`src/status_pkg.sv`:
```
// Constants of the monitor interrupt status block and the VID change detector.
// Assumes a 25 MHz system clock and a register port driven by the serial bus front end.
package status_pkg;
    // Register offsets
    localparam logic [7:0] STATUS_FIRST_ADDR = 8'h41;
    localparam logic [7:0] STATUS_SECOND_ADDR = 8'h42;
    // Reset values
    localparam logic [7:0] STATUS_FIRST_RESET = 8'h00;
    localparam logic [7:0] STATUS_SECOND_RESET = 8'h00;
    localparam logic [7:0] UNMAPPED_READ_VALUE = 8'h00;
    // First status register field positions
    localparam int SUPPLY_2V5_BIT = 0;
    localparam int PROC_CORE_SUPPLY_BIT = 1;
    localparam int OWN_SUPPLY_BIT = 2;
    localparam int SUPPLY_5V_BIT = 3;
    localparam int REMOTE_ONE_TEMP_BIT = 4;
    localparam int LOCAL_TEMP_BIT = 5;
    localparam int REMOTE_TWO_TEMP_BIT = 6;
    localparam int SUMMARY_BIT = 7;
    // Second status register field positions
    localparam int TWELVE_OR_CODE_BIT = 0;
    localparam int OVERTEMP_BIT = 1;
    localparam int FIRST_FAN_BIT = 2;
    localparam int FOURTH_FAN_BIT = 5;
    localparam int FIRST_DIODE_BIT = 6;
    localparam int SECOND_DIODE_BIT = 7;
    // Timing
    localparam int CLK_FREQ_KHZ = 25000;
    localparam int VID_WINDOW_NS = 11000;
    localparam int VID_WINDOW_CYCLES = (VID_WINDOW_NS * CLK_FREQ_KHZ) / 1000000;
endpackage

```
`src/vid_change_detect.sv`:
```
// VID code change detector: compares the six VID levels with a snapshot taken
// one window earlier.
// Assumes VID inputs already synchronous to clk.
`timescale 1ns/1ps
`default_nettype none
module vid_change_detect
    import status_pkg::*;
#(
    parameter int WINDOW_CYCLES = VID_WINDOW_CYCLES
) (
    input wire logic clk, // System clock
    input wire logic rst, // Synchronous reset, active high
    input wire logic enable, // Detection enabled
    input wire logic [5:0] vid_code, // Current VID levels
    output logic change_pulse // One cycle when code differs
);
    logic [8:0] count_q;
    logic [8:0] count_d;
    logic [5:0] snap_q;
    logic [5:0] snap_d;
    logic change_q;
    logic change_d;
    logic tick;

    // Window counter, snapshot and compare
    always_comb begin
        tick = (count_q == 9'(WINDOW_CYCLES - 1));
        count_d = tick ? 9'h000 : count_q + 9'h001;
        snap_d = tick ? vid_code : snap_q;
        change_d = tick && enable && (vid_code != snap_q);
    end

    // State registers
    always_ff @(posedge clk) begin
        if (rst) begin
            count_q <= 9'h000;
            snap_q <= 6'h00;
            change_q <= 1'b0;
        end else begin
            count_q <= count_d;
            snap_q <= enable ? snap_d : vid_code;
            change_q <= change_d;
        end
    end

    assign change_pulse = change_q;
endmodule
`default_nettype wire

```
`src/monitor_interrupt_status.sv`:
```
// Interrupt status registers of the hardware monitor: latching of limit events,
// clear-on-read with condition check, and the summary bit.
// Assumes measurement values, limits and configuration come from the
// measurement core, and reads arrive as one-cycle strobes from the bus front end.
`timescale 1ns/1ps
`default_nettype none
module monitor_interrupt_status
    import status_pkg::*;
#(
    parameter int VID_WINDOW = VID_WINDOW_CYCLES,
    parameter int FAN_COUNT_WIDTH = 16
) (
    input wire logic clk, // System clock, 25 MHz
    input wire logic rst, // Synchronous reset, active high
    input wire logic rd_strobe, // One-cycle register read
    input wire logic [7:0] rd_addr, // Read address
    output logic [7:0] rd_data, // Read data, registered
    input wire logic wr_strobe, // One-cycle register write
    input wire logic [7:0] wr_addr, // Write address
    input wire logic [7:0] wr_data, // Write data
    input wire logic [39:0] volt_value, // 2.5V, core, own, 5V, 12V readings
    input wire logic [39:0] volt_low, // Low limits, same order
    input wire logic [39:0] volt_high, // High limits, same order
    input wire logic [23:0] temp_value, // Remote one, local, remote two
    input wire logic [23:0] temp_low, // Low temperature limits
    input wire logic [23:0] temp_high, // High temperature limits
    input wire logic [23:0] thermal_limit_pin_limit, // Overtemperature limits
    input wire logic [7:0] temperature_hysteresis, // Overtemperature hysteresis
    input wire logic [4*FAN_COUNT_WIDTH-1:0] tach_count, // Four fan counts
    input wire logic [4*FAN_COUNT_WIDTH-1:0] tach_limit, // Four minimum limits
    input wire logic [2:0] pwm_off, // PWM one to three off
    input wire logic timer_select, // Thermal pin timer input selected
    input wire logic [7:0] assert_time, // Measured assertion time
    input wire logic [7:0] assert_limit, // Assertion time limit
    input wire logic first_diode_fault, // First remote diode open or short
    input wire logic second_diode_fault, // Second remote diode open or short
    input wire logic shared_pin_select, // 0 twelve volt, 1 sixth VID
    input wire logic [4:0] vid_code, // VID levels zero to four
    input wire logic sixth_voltage_id_input, // VID level five on shared pin
    output logic summary_out_of_limit, // First register bit 7
    output logic vid_change_alert // One-cycle VID change pulse
);
    logic [7:0] first_q;
    logic [7:0] first_d;
    logic [7:0] second_q;
    logic [7:0] second_d;
    logic [7:0] rd_data_q;
    logic [7:0] rd_data_d;
    logic [7:0] first_cond;
    logic [7:0] second_cond;
    logic [7:0] second_clearable;
    logic read_first;
    logic read_second;
    logic vid_change;
    logic [5:0] vid_all;
    logic write_ignored;

    // Signed or unsigned window check of one reading
    function automatic logic out_of_limit(input logic [7:0] v, input logic [7:0] lo,
                                          input logic [7:0] hi, input logic is_signed);
        logic above;
        logic below;
        above = 1'b0;
        below = 1'b0;
        if (is_signed) begin
            above = $signed(v) > $signed(hi);
            below = $signed(v) <= $signed(lo);
        end else begin
            above = v > hi;
            below = v <= lo;
        end
        return above | below;
    endfunction

    // Overtemperature cleared state: reading below limit minus hysteresis
    function automatic logic below_release(input logic [7:0] v, input logic [7:0] lim,
                                           input logic [7:0] hyst);
        logic signed [8:0] thr;
        thr = 9'($signed(lim)) - 9'($signed({1'b0, hyst}));
        return 9'($signed(v)) < thr;
    endfunction

    // VID change detector on the six-bit code
    assign vid_all = {sixth_voltage_id_input & shared_pin_select, vid_code};

    vid_change_detect #(
        .WINDOW_CYCLES(VID_WINDOW)
    ) u_vid (
        .clk(clk),
        .rst(rst),
        .enable(shared_pin_select),
        .vid_code(vid_all),
        .change_pulse(vid_change)
    );

    // Present conditions of the first register
    always_comb begin
        first_cond = 8'h00;
        for (int i = 0; i < 4; i++) begin
            first_cond[SUPPLY_2V5_BIT + i] = out_of_limit(volt_value[8*i +: 8],
                volt_low[8*i +: 8], volt_high[8*i +: 8], 1'b0);
        end
        for (int t = 0; t < 3; t++) begin
            first_cond[REMOTE_ONE_TEMP_BIT + t] = out_of_limit(temp_value[8*t +: 8],
                temp_low[8*t +: 8], temp_high[8*t +: 8], 1'b1);
        end
    end

    // Present conditions and clear permission of the second register
    always_comb begin
        second_cond = 8'h00;
        second_clearable = 8'hFF;
        if (shared_pin_select) begin
            second_cond[TWELVE_OR_CODE_BIT] = vid_change;
        end else begin
            second_cond[TWELVE_OR_CODE_BIT] = out_of_limit(volt_value[39:32],
                volt_low[39:32], volt_high[39:32], 1'b0);
        end
        for (int t = 0; t < 3; t++) begin
            if ($signed(temp_value[8*t +: 8]) > $signed(thermal_limit_pin_limit[8*t +: 8])) begin
                second_cond[OVERTEMP_BIT] = 1'b1;
            end
            if (!below_release(temp_value[8*t +: 8], thermal_limit_pin_limit[8*t +: 8],
                               temperature_hysteresis)) begin
                second_clearable[OVERTEMP_BIT] = 1'b0;
            end
        end
        for (int f = 0; f < 3; f++) begin
            second_cond[FIRST_FAN_BIT + f] = !pwm_off[f] &&
                (tach_count[FAN_COUNT_WIDTH*f +: FAN_COUNT_WIDTH] >
                 tach_limit[FAN_COUNT_WIDTH*f +: FAN_COUNT_WIDTH]);
        end
        if (timer_select) begin
            second_cond[FOURTH_FAN_BIT] = assert_time > assert_limit;
        end else begin
            second_cond[FOURTH_FAN_BIT] = !pwm_off[2] &&
                (tach_count[FAN_COUNT_WIDTH*3 +: FAN_COUNT_WIDTH] >
                 tach_limit[FAN_COUNT_WIDTH*3 +: FAN_COUNT_WIDTH]);
        end
        second_cond[FIRST_DIODE_BIT] = first_diode_fault;
        second_cond[SECOND_DIODE_BIT] = second_diode_fault;
    end

    // Read decode; writes have no effect on the flags
    assign read_first = rd_strobe && (rd_addr == STATUS_FIRST_ADDR);
    assign read_second = rd_strobe && (rd_addr == STATUS_SECOND_ADDR);
    assign write_ignored = wr_strobe && (wr_addr != 8'h00) && (wr_data != 8'h00);

    // Next flag values: a new event wins over a clear in the same cycle
    always_comb begin
        first_d = first_cond | (first_q & ~({8{read_first}} & ~first_cond));
        first_d[SUMMARY_BIT] = 1'b0;
        second_d = second_cond |
            (second_q & ~({8{read_second}} & ~second_cond & second_clearable));
    end

    // Read data captures the flags before the clear
    always_comb begin
        rd_data_d = rd_data_q;
        if (read_first) begin
            rd_data_d = {|second_q, first_q[6:0]};
        end else if (read_second) begin
            rd_data_d = second_q;
        end else if (rd_strobe) begin
            rd_data_d = UNMAPPED_READ_VALUE;
        end
    end

    // Flag and read data registers
    always_ff @(posedge clk) begin
        if (rst) begin
            first_q <= STATUS_FIRST_RESET;
            second_q <= STATUS_SECOND_RESET;
            rd_data_q <= UNMAPPED_READ_VALUE;
        end else begin
            first_q <= first_d;
            second_q <= second_d;
            rd_data_q <= rd_data_d;
        end
    end

    assign rd_data = rd_data_q;
    assign summary_out_of_limit = |second_q;
    assign vid_change_alert = vid_change;
endmodule
`default_nettype wire

```
`config.mk`:
```
export PLATFORM = sky130hd
export DESIGN_NAME = monitor_interrupt_status
export DESIGN_NICKNAME = d
export VERILOG_FILES = /design/src/status_pkg.sv /design/src/vid_change_detect.sv /design/src/monitor_interrupt_status.sv
export SDC_FILE = /design/constraint.sdc
export NUM_CORES = 1
export LEC_CHECK = 0
export BUFFER_PORTS_ARGS = -buffer_cell sky130_fd_sc_hd__buf_2
export CAP_MARGIN = 20
export CORE_MARGIN = 4
export CORE_UTILIZATION = 35
export DETAILED_ROUTE_END_ITERATION = 10
export SLEW_MARGIN = 20
export SYNTH_ARGS = -nofsm -noshare
export SYNTH_HDL_FRONTEND = slang
export SYNTH_HIERARCHICAL = 1
export SYNTH_SLANG_ARGS = --single-unit
export TNS_END_PERCENT = 20
```
`constraint.sdc`:
```
create_clock -name clk -period 3.1 [get_ports clk]
set_input_delay 0.155 -clock clk [delete_from_list [all_inputs] [get_ports clk]]
set_output_delay 0.155 -clock clk [all_outputs]
set_load 0.05 [all_outputs]
```
[Word level (Yosys, flattened, before mapping)]
Cells that the tools add are included.
Cells by class
  add/sub/neg operators: 4
  order comparisons: 27
  equal/unequal tests: 5
  multiplexer cells: 15
  bitwise operators: 20
  reduce and logical (&&, ||, !) cells: 14
Operators by type and width (count)
  > comparator 8 bit: 12
  > comparator 16 bit: 4
  less-or-equal comparator 8 bit: 8
  less-than comparator 8 x 9 -> 1 bit: 3
  subtractor 8 x 9 -> 9 bit: 3
  bitwise AND 8 bit: 3
  2-to-1 mux 8 bit: 3
  == test 8 x 7 -> 1 bit, second input constant: 2
  inverter 8 bit: 2
  bitwise AND 7 bit: 2
  inverter 7 bit: 2
  2-to-1 mux 6 bit: 2
  2-to-1 mux 1 bit: 10
  adder 9 x 1 -> 9 bit, second input constant: 1
  == test 9 bit, second input constant: 1
  logical AND 1 bit: 8
  OR 1 bit: 8
  OR 8 bit: 1
  OR reduction 8 bit: 1
  OR 7 bit: 1
  != test 6 bit: 1
  logical NOT 1 bit: 3
  nonzero test 3 bit: 1
  != test 2 x 1 -> 1 bit, second input constant: 1
  2 further kinds: 2
Word-level totals
  register bits: 39
  input port bits: 409
  output and inout port bits: 10

[Longest topological paths before layout]
  word-level depth: 10
  gate-level depth with buffers: 15
  mapped depth without buffers: 15

[Cells and area by module]
The synthesis kept the hierarchy.
Modules (own cells, without submodules)
  monitor_interrupt_status: instances 1, cells each 1037, area each 7953.9 sq um
  vid_change_detect: instances 1, cells each 80, area each 768.2 sq um

[Worst setup path before layout]
OpenSTA, ideal clock, no wires.
  path kind: input to register
  start point: in thermal_limit_pin_limit[8]
  end point: reg second_q[1]
  setup time: 124 ps
  data arrival time: 2606 ps
  path slack: 371 ps
  stages on the path: 15
  path buffers: 0
  path through: inv_1 -> ha_1 -> fa_1 -> nor2b_1 -> o21ai_0 -> a21oi_1 -> o21ai_0 -> nand2b_1 -> xnor2_1 -> ha_1 -> a21o_1 -> a2111oi_0 -> a22oi_1 -> nor4_2 -> a21oi_1
Between the ends
  word-level cells in the longest chain between the ends: 9
  elaborated cells on any way between the ends: 13
Ends and longest elaborated chain
  start: declaration: line monitor_interrupt_status.sv:27  | input wire logic [23:0] thermal_limit_pin_limit,
  parallel branches: the longest is 8 deep, another holds subtractor 8 x 9 -> 9 bit
  OR 8 bit (*): line monitor_interrupt_status.sv:153  | second_d = second_cond |
  end signal: assignment: line monitor_interrupt_status.sv:177  | second_q <= second_d;
  end: declaration: line monitor_interrupt_status.sv:45  | logic [7:0] second_q;
Every way passes the cells marked *.
A chain may end at the register's enable or synchronous reset.

[Final worst setup path]
  start point: in temperature_hysteresis[0]
  end point: reg second_q[1]
Between the ends
  word-level cells in the longest chain between the ends: 9
  elaborated cells on any way between the ends: 13
Ends and longest elaborated chain
  start: declaration: line monitor_interrupt_status.sv:28  | input wire logic [7:0] temperature_hysteresis,
  subtractor 8 x 9 -> 9 bit: line monitor_interrupt_status.sv:79  | thr = 9'($signed(lim)) - 9'($signed({1'b0, hyst}));
  less-than comparator 8 x 9 -> 1 bit: line monitor_interrupt_status.sv:80  | return 9'($signed(v)) < thr;
  2-to-1 mux 1 bit (2 in a row): line monitor_interrupt_status.sv:123  | if (!below_release(temp_value[8*t +: 8], thermal_limit_pin_limit[8*t +: 8],
  2-to-1 mux 1 bit (*): line monitor_interrupt_status.sv:123
  bitwise AND 8 bit (*): line monitor_interrupt_status.sv:154  | (second_q & ~({8{read_second}} & ~second_cond & second_clearable));
  inverter 8 bit (*): line monitor_interrupt_status.sv:154
  bitwise AND 8 bit (*): line monitor_interrupt_status.sv:154
  OR 8 bit (*): line monitor_interrupt_status.sv:153
Mark *: on every way between the ends. The rest lies on a longest branch, timed or not.

==> flow_summary.html <==
<table>
<tr><th>Metric</th><th>Value</th></tr>
<tr><th colspan="2">Outcome</th></tr>
<tr><td>Status</td><td>finished, final reports clean</td></tr>
<tr><th colspan="2">Placement</th></tr>
<tr><td>Cell total after placement</td><td>~1.8k</td></tr>
<tr><td>Final HPWL from detailed placement</td><td>approximately 27,000 µm</td></tr>
<tr><td>Number of input and output port buffers inserted</td><td>401</td></tr>
<tr><td>RePlAce Congestion</td><td>~0.9</td></tr>
<tr><td>Post-DP Area</td><td>between 0.01 and 0.015 mm²</td></tr>
<tr><th colspan="2">Cells and area</th></tr>
<tr><td>Signed area change from the synthesized netlist to the final layout</td><td>29.67%</td></tr>
<tr><td>Number of fillers in the final layout</td><td>approximately 2.6k</td></tr>
<tr><td>Area of combinational cells with multiple inputs</td><td>roughly 0.007 mm²</td></tr>
<tr><td>Total area of sequential cells</td><td>between 700 and 800 µm²</td></tr>
<tr><td>Final #Nets</td><td>roughly 2.2k</td></tr>
<tr><td>Layout cell share with drive strength beyond 1</td><td>between 20% and 30%</td></tr>
<tr><td>Layout Cell Area excl Fill</td><td>between 0.01 and 0.015 mm²</td></tr>
<tr><td>Post-route non-filler standard cell count</td><td>roughly 1.9k</td></tr>
<tr><th colspan="2">Critical path</th></tr>
<tr><td>Buffer and inverter count on the worst path</td><td>1</td></tr>
<tr><td>Worst endpoint required time</td><td>about 3.3 ns</td></tr>
<tr><td>Gate family responsible for the most delay along the worst path</td><td>compound AO/OA/AOI/OAI gates</td></tr>
<tr><td>Critical Setup Path Class</td><td>primary input to flop</td></tr>
<tr><td>Sort of element at the start of the critical path</td><td>primary input</td></tr>
<tr><td>Slowest Stage Delay on Critical Path</td><td>around 0.41 ns</td></tr>
<tr><td>Critical-path cell with the highest stage delay</td><td>fa_1</td></tr>
<tr><td>Crit-path cells</td><td>buf_2 -&gt; ha_1 -&gt; fa_1 -&gt; nor2b_1 -&gt; o21ai_0 -&gt; a21oi_1 -&gt; o21ai_0 -&gt; nand2b_1 -&gt; xnor2_1 -&gt; ha_1 -&gt; a21o_1 -&gt; a2111oi_0 -&gt; a22oi_1 -&gt; nor4_2 -&gt; a21oi_1</td></tr>
<tr><td>Endpoint kind of the worst setup timing path</td><td>flop</td></tr>
<tr><td>Maximum fanout count along the critical path</td><td>3</td></tr>
<tr><td>CP arrival</td><td>between 3 and 4 ns</td></tr>
<tr><th colspan="2">Power and ir drop</th></tr>
<tr><td>Leakage</td><td>roughly 6.7 nW</td></tr>
<tr><td>Worst supply voltage drop on vdd</td><td>195.3 µV</td></tr>
<tr><td>Power density over the cells</td><td>roughly 220 mW/mm²</td></tr>
<tr><th colspan="2">Clock network</th></tr>
<tr><td>Number of hold buffers added after CTS</td><td>0</td></tr>
<tr><td>Maximum clock insertion buffer count</td><td>2</td></tr>
<tr><td>Number of buffers added by the clock tree synthesis step</td><td>5</td></tr>
<tr><td>Setup Fix Bufs, Post-CTS</td><td>0</td></tr>
<tr><td>Resized cells post-CTS</td><td>0</td></tr>
<tr><td>TritonCTS clock tree</td><td>done</td></tr>
<tr><td>Cell at the root of the clock tree</td><td>clkbuf_16</td></tr>
<tr><td>Clock sink count</td><td>39</td></tr>
<tr><td>Clock Latency Late Sink</td><td>0.28 ns</td></tr>
<tr><td>Number of levels in the clock H-tree</td><td>2</td></tr>
<tr><td>CTS clk-pin slew, worst paths</td><td>approximately 0.070 ns</td></tr>
<tr><th colspan="2">Synth</th></tr>
<tr><td>Biggest area contributors in the synthesized netlist</td><td>ha_1 (39%), inv_1 (11%), dfxtp_1 (9.0%), a21oi_1 (4.3%), nand4_1 (3.4%)</td></tr>
<tr><td>Fraction of the mapped netlist area in simple logic gates</td><td>roughly 16%</td></tr>
<tr><td>Syn Std Cell Area</td><td>0.008722 mm²</td></tr>
<tr><td>Compound-Gate Fraction of Synth Area</td><td>roughly 20%</td></tr>
<tr><td>Dominant cell type by area after synthesis</td><td>ha_1</td></tr>
<tr><td>Post-synthesis average cell area</td><td>between 7 and 8 µm²</td></tr>
<tr><td>Dominant register cell in the synthesized netlist</td><td>dfxtp_1</td></tr>
<tr><td>Post-synthesis instance total</td><td>~1.1k</td></tr>
<tr><td>Proportion of synthesized chip area in sequential cells</td><td>8.951%</td></tr>
<tr><td>Share of synthesized flip-flops with an asynchronous set or reset</td><td>0%</td></tr>
<tr><td>Yosys top cell area share</td><td>between 30% and 40%</td></tr>
<tr><td>Synthesis Warnings</td><td>6</td></tr>
<tr><td>Fraction of synthesized area in multiplexers</td><td>less than 1%</td></tr>
<tr><td>Synthesized Nets</td><td>1,803</td></tr>
<tr><td>Dominant cell by count in the synthesized netlist</td><td>ha_1</td></tr>
<tr><td>Number of unique standard cell types used by synthesis</td><td>63</td></tr>
<tr><td>Post-synth EDFFs</td><td>0</td></tr>
<tr><td>Most frequent cells after synthesis</td><td>ha_1 (274), inv_1 (254), a21oi_1 (75), o21ai_0 (49), nand4_1 (47)</td></tr>
<tr><td>Synth Area in XOR/XNOR</td><td>about 2.7%</td></tr>
<tr><td>Synth Area in Adders</td><td>39.99%</td></tr>
<tr><td>Flip-flop and latch count after synthesis</td><td>39</td></tr>
<tr><td>Combinational family with the most area after synthesis</td><td>adder cells</td></tr>
<tr><th colspan="2">Detailed routing</th></tr>
<tr><td>Average wire length per cell after detail routing</td><td>between 15 and 20 µm</td></tr>
<tr><td>Routed WL</td><td>about 29,000 µm</td></tr>
<tr><td>Number of antenna-violating nets in the routed design</td><td>0</td></tr>
<tr><td>Vias per cell</td><td>4.940</td></tr>
<tr><td>Iter 0 DRT Violations</td><td>300</td></tr>
<tr><td>Via Count</td><td>~9k</td></tr>
<tr><td>DRC violations left</td><td>0</td></tr>
<tr><td>Iteration count of the initial detailed-routing pass</td><td>4</td></tr>
<tr><th colspan="2">STA</th></tr>
<tr><td>Setup repair after global routing missed its margin</td><td>false</td></tr>
<tr><td>Number of max-slew violations in the final report</td><td>0</td></tr>
<tr><td>Tcrit/Tclk final</td><td>between 90 and 100%</td></tr>
<tr><td>Final-layout setup total negative slack</td><td>0 ns</td></tr>
<tr><td>Headroom to the max-slew limit</td><td>approximately 47%</td></tr>
<tr><td>Post-layout minimum cycle time</td><td>2.835 ns</td></tr>
<tr><td>Maximum clock rate</td><td>352.7 MHz</td></tr>
<tr><td>Tightest Pin Transition</td><td>slightly below 0.8 ns</td></tr>
<tr><td>Final hold violation count</td><td>0</td></tr>
<tr><td>Final setup violating endpoints</td><td>0</td></tr>
<tr><td>Worst Skew</td><td>0.005153 ns</td></tr>
<tr><th colspan="2">Die</th></tr>
<tr><td>Die footprint</td><td>0.02751 mm²</td></tr>
<tr><td>Ports placed on the boundary</td><td>419</td></tr>
<tr><td>Height of the die</td><td>165.9 µm</td></tr>
<tr><td>Initial Utilization</td><td>35.76%</td></tr>
<tr><td>Horizontal die dimension</td><td>between 150 and 200 µm</td></tr>
<tr><td>Std-Cell Rows</td><td>between 50 and 60</td></tr>
<tr><td>Core Footprint</td><td>0.02439 mm²</td></tr>
<tr><th colspan="2">GRT</th></tr>
<tr><td>Total routing usage reported by global routing</td><td>approximately a fifth</td></tr>
<tr><td>Number of global-route vias before repair</td><td>9,346</td></tr>
<tr><td>Wire length of the first global-routing pass</td><td>46,600 µm</td></tr>
<tr><td>Pin count of the biggest net entering global routing</td><td>22</td></tr>
<tr><td>Remaining global-route overflow</td><td>0</td></tr>
<tr><td>Initial antenna violation count</td><td>5</td></tr>
<tr><th colspan="2">Job</th></tr>
<tr><td>Maximum Capacitance Violations</td><td>0</td></tr>
<tr><th colspan="2">Worst hold path</th></tr>
<tr><td>Class of the tightest hold or removal check</td><td>primary input to flop</td></tr>
</table>
## final timing paths
path,start,to,slack [ns],depth (start not counted)
min,first_diode_fault,second_q[6],0.10,3
max,temperature_hysteresis[0],second_q[1],0.26,15
min reg2reg,u_vid/count_q[0],u_vid/count_q[0],0.47,1
max reg2reg,u_vid/count_q[0],u_vid/snap_q[5],1.63,4
## cell usage in the layout, fill, tap and decap left out, drive strengths merged, types with 10 or more instances in the layout
cell type,count
a21o,36
a21oi,75
buf,404
dfxtp,39
ha,274
inv,254
nand2,21
nand2b,33
nand3,20
nand4,47
nor2,38
nor2b,33
nor3,14
o21a,18
o21ai,49
o22ai,10
o31ai,12
xnor2,16
xor2,11
## worst register-to-register path, stage by stage (launching register included)
cell and delay [ns]:
dfxtp_1 0.38, inv_1 0.06, ha_1 0.24, a41oi_2 0.47, mux2i_1 0.25
## routing by layer
metal / up-vias / global-route usage, % / wire length (µm)
li1: 4787 / - / -
met1: 4024 / 25.30 / 12820
met2: 280 / 36.24 / 13740
met3: 40 / 4.237 / 1864
met4: 8 / 4.197 / 540
met5: - / 0 / 43
## kinds of logic (layout without fill, tap and decap cells)
kind of cell / count (synthesis) / in the layout
AOI/OAI and AO/OA: 269 / 269
xor gates and xnor gates: 27 / 27
adders and majority gates: 277 / 277
buffers and inverters: 259 / 666
DFF: 39 / 39
muxes: 7 / 7
other: 0 / 2
and+or+nand+nor: 239 / 239
## report_power, final
part	internal (mW)	switching [mW]	total, mW
clock	0.380	0.230	0.611
combinational	0.684	0.679	1.36
sequential	0.528	0.0306	0.559
## area by class of cell
type,instances,area share [%]
Timing Repair Buffer,404,17.94
Tap cell,324,3.584
Clock inverter,3,0.3872
Clock buffer,5,1.106
Inverter,254,8.430
Multi-Input combinational cell,819,61.60
Antenna cell,2,0.04425
Sequential cell,39,6.903
## registers in the layout (all words and copies together), names as in the netlist
signal	cells
rd_data	8
u_vid/snap_q	6
u_vid/change_pulse	1
second_q	8
first_q	7
u_vid/count_q	9
## per-stage QoR
step	utilization (%)	power [mW]	setup slack, ns	hold WS [ns]
4_1_cts	46.35	2.580	0.2835	0.1043
5_1_grt	46.36	2.814	0.02024	0.1329
6_report	46.37	2.533	0.2650	0.1035
3_3_place_gp	45.66	1.917	0.02641	0.3682
3_5_place_dp	45.66	1.939	-0.01718	0.4116
2_1_floorplan	-	1.408	0.3706	0.2724
(Power assumes the default switching activity.)
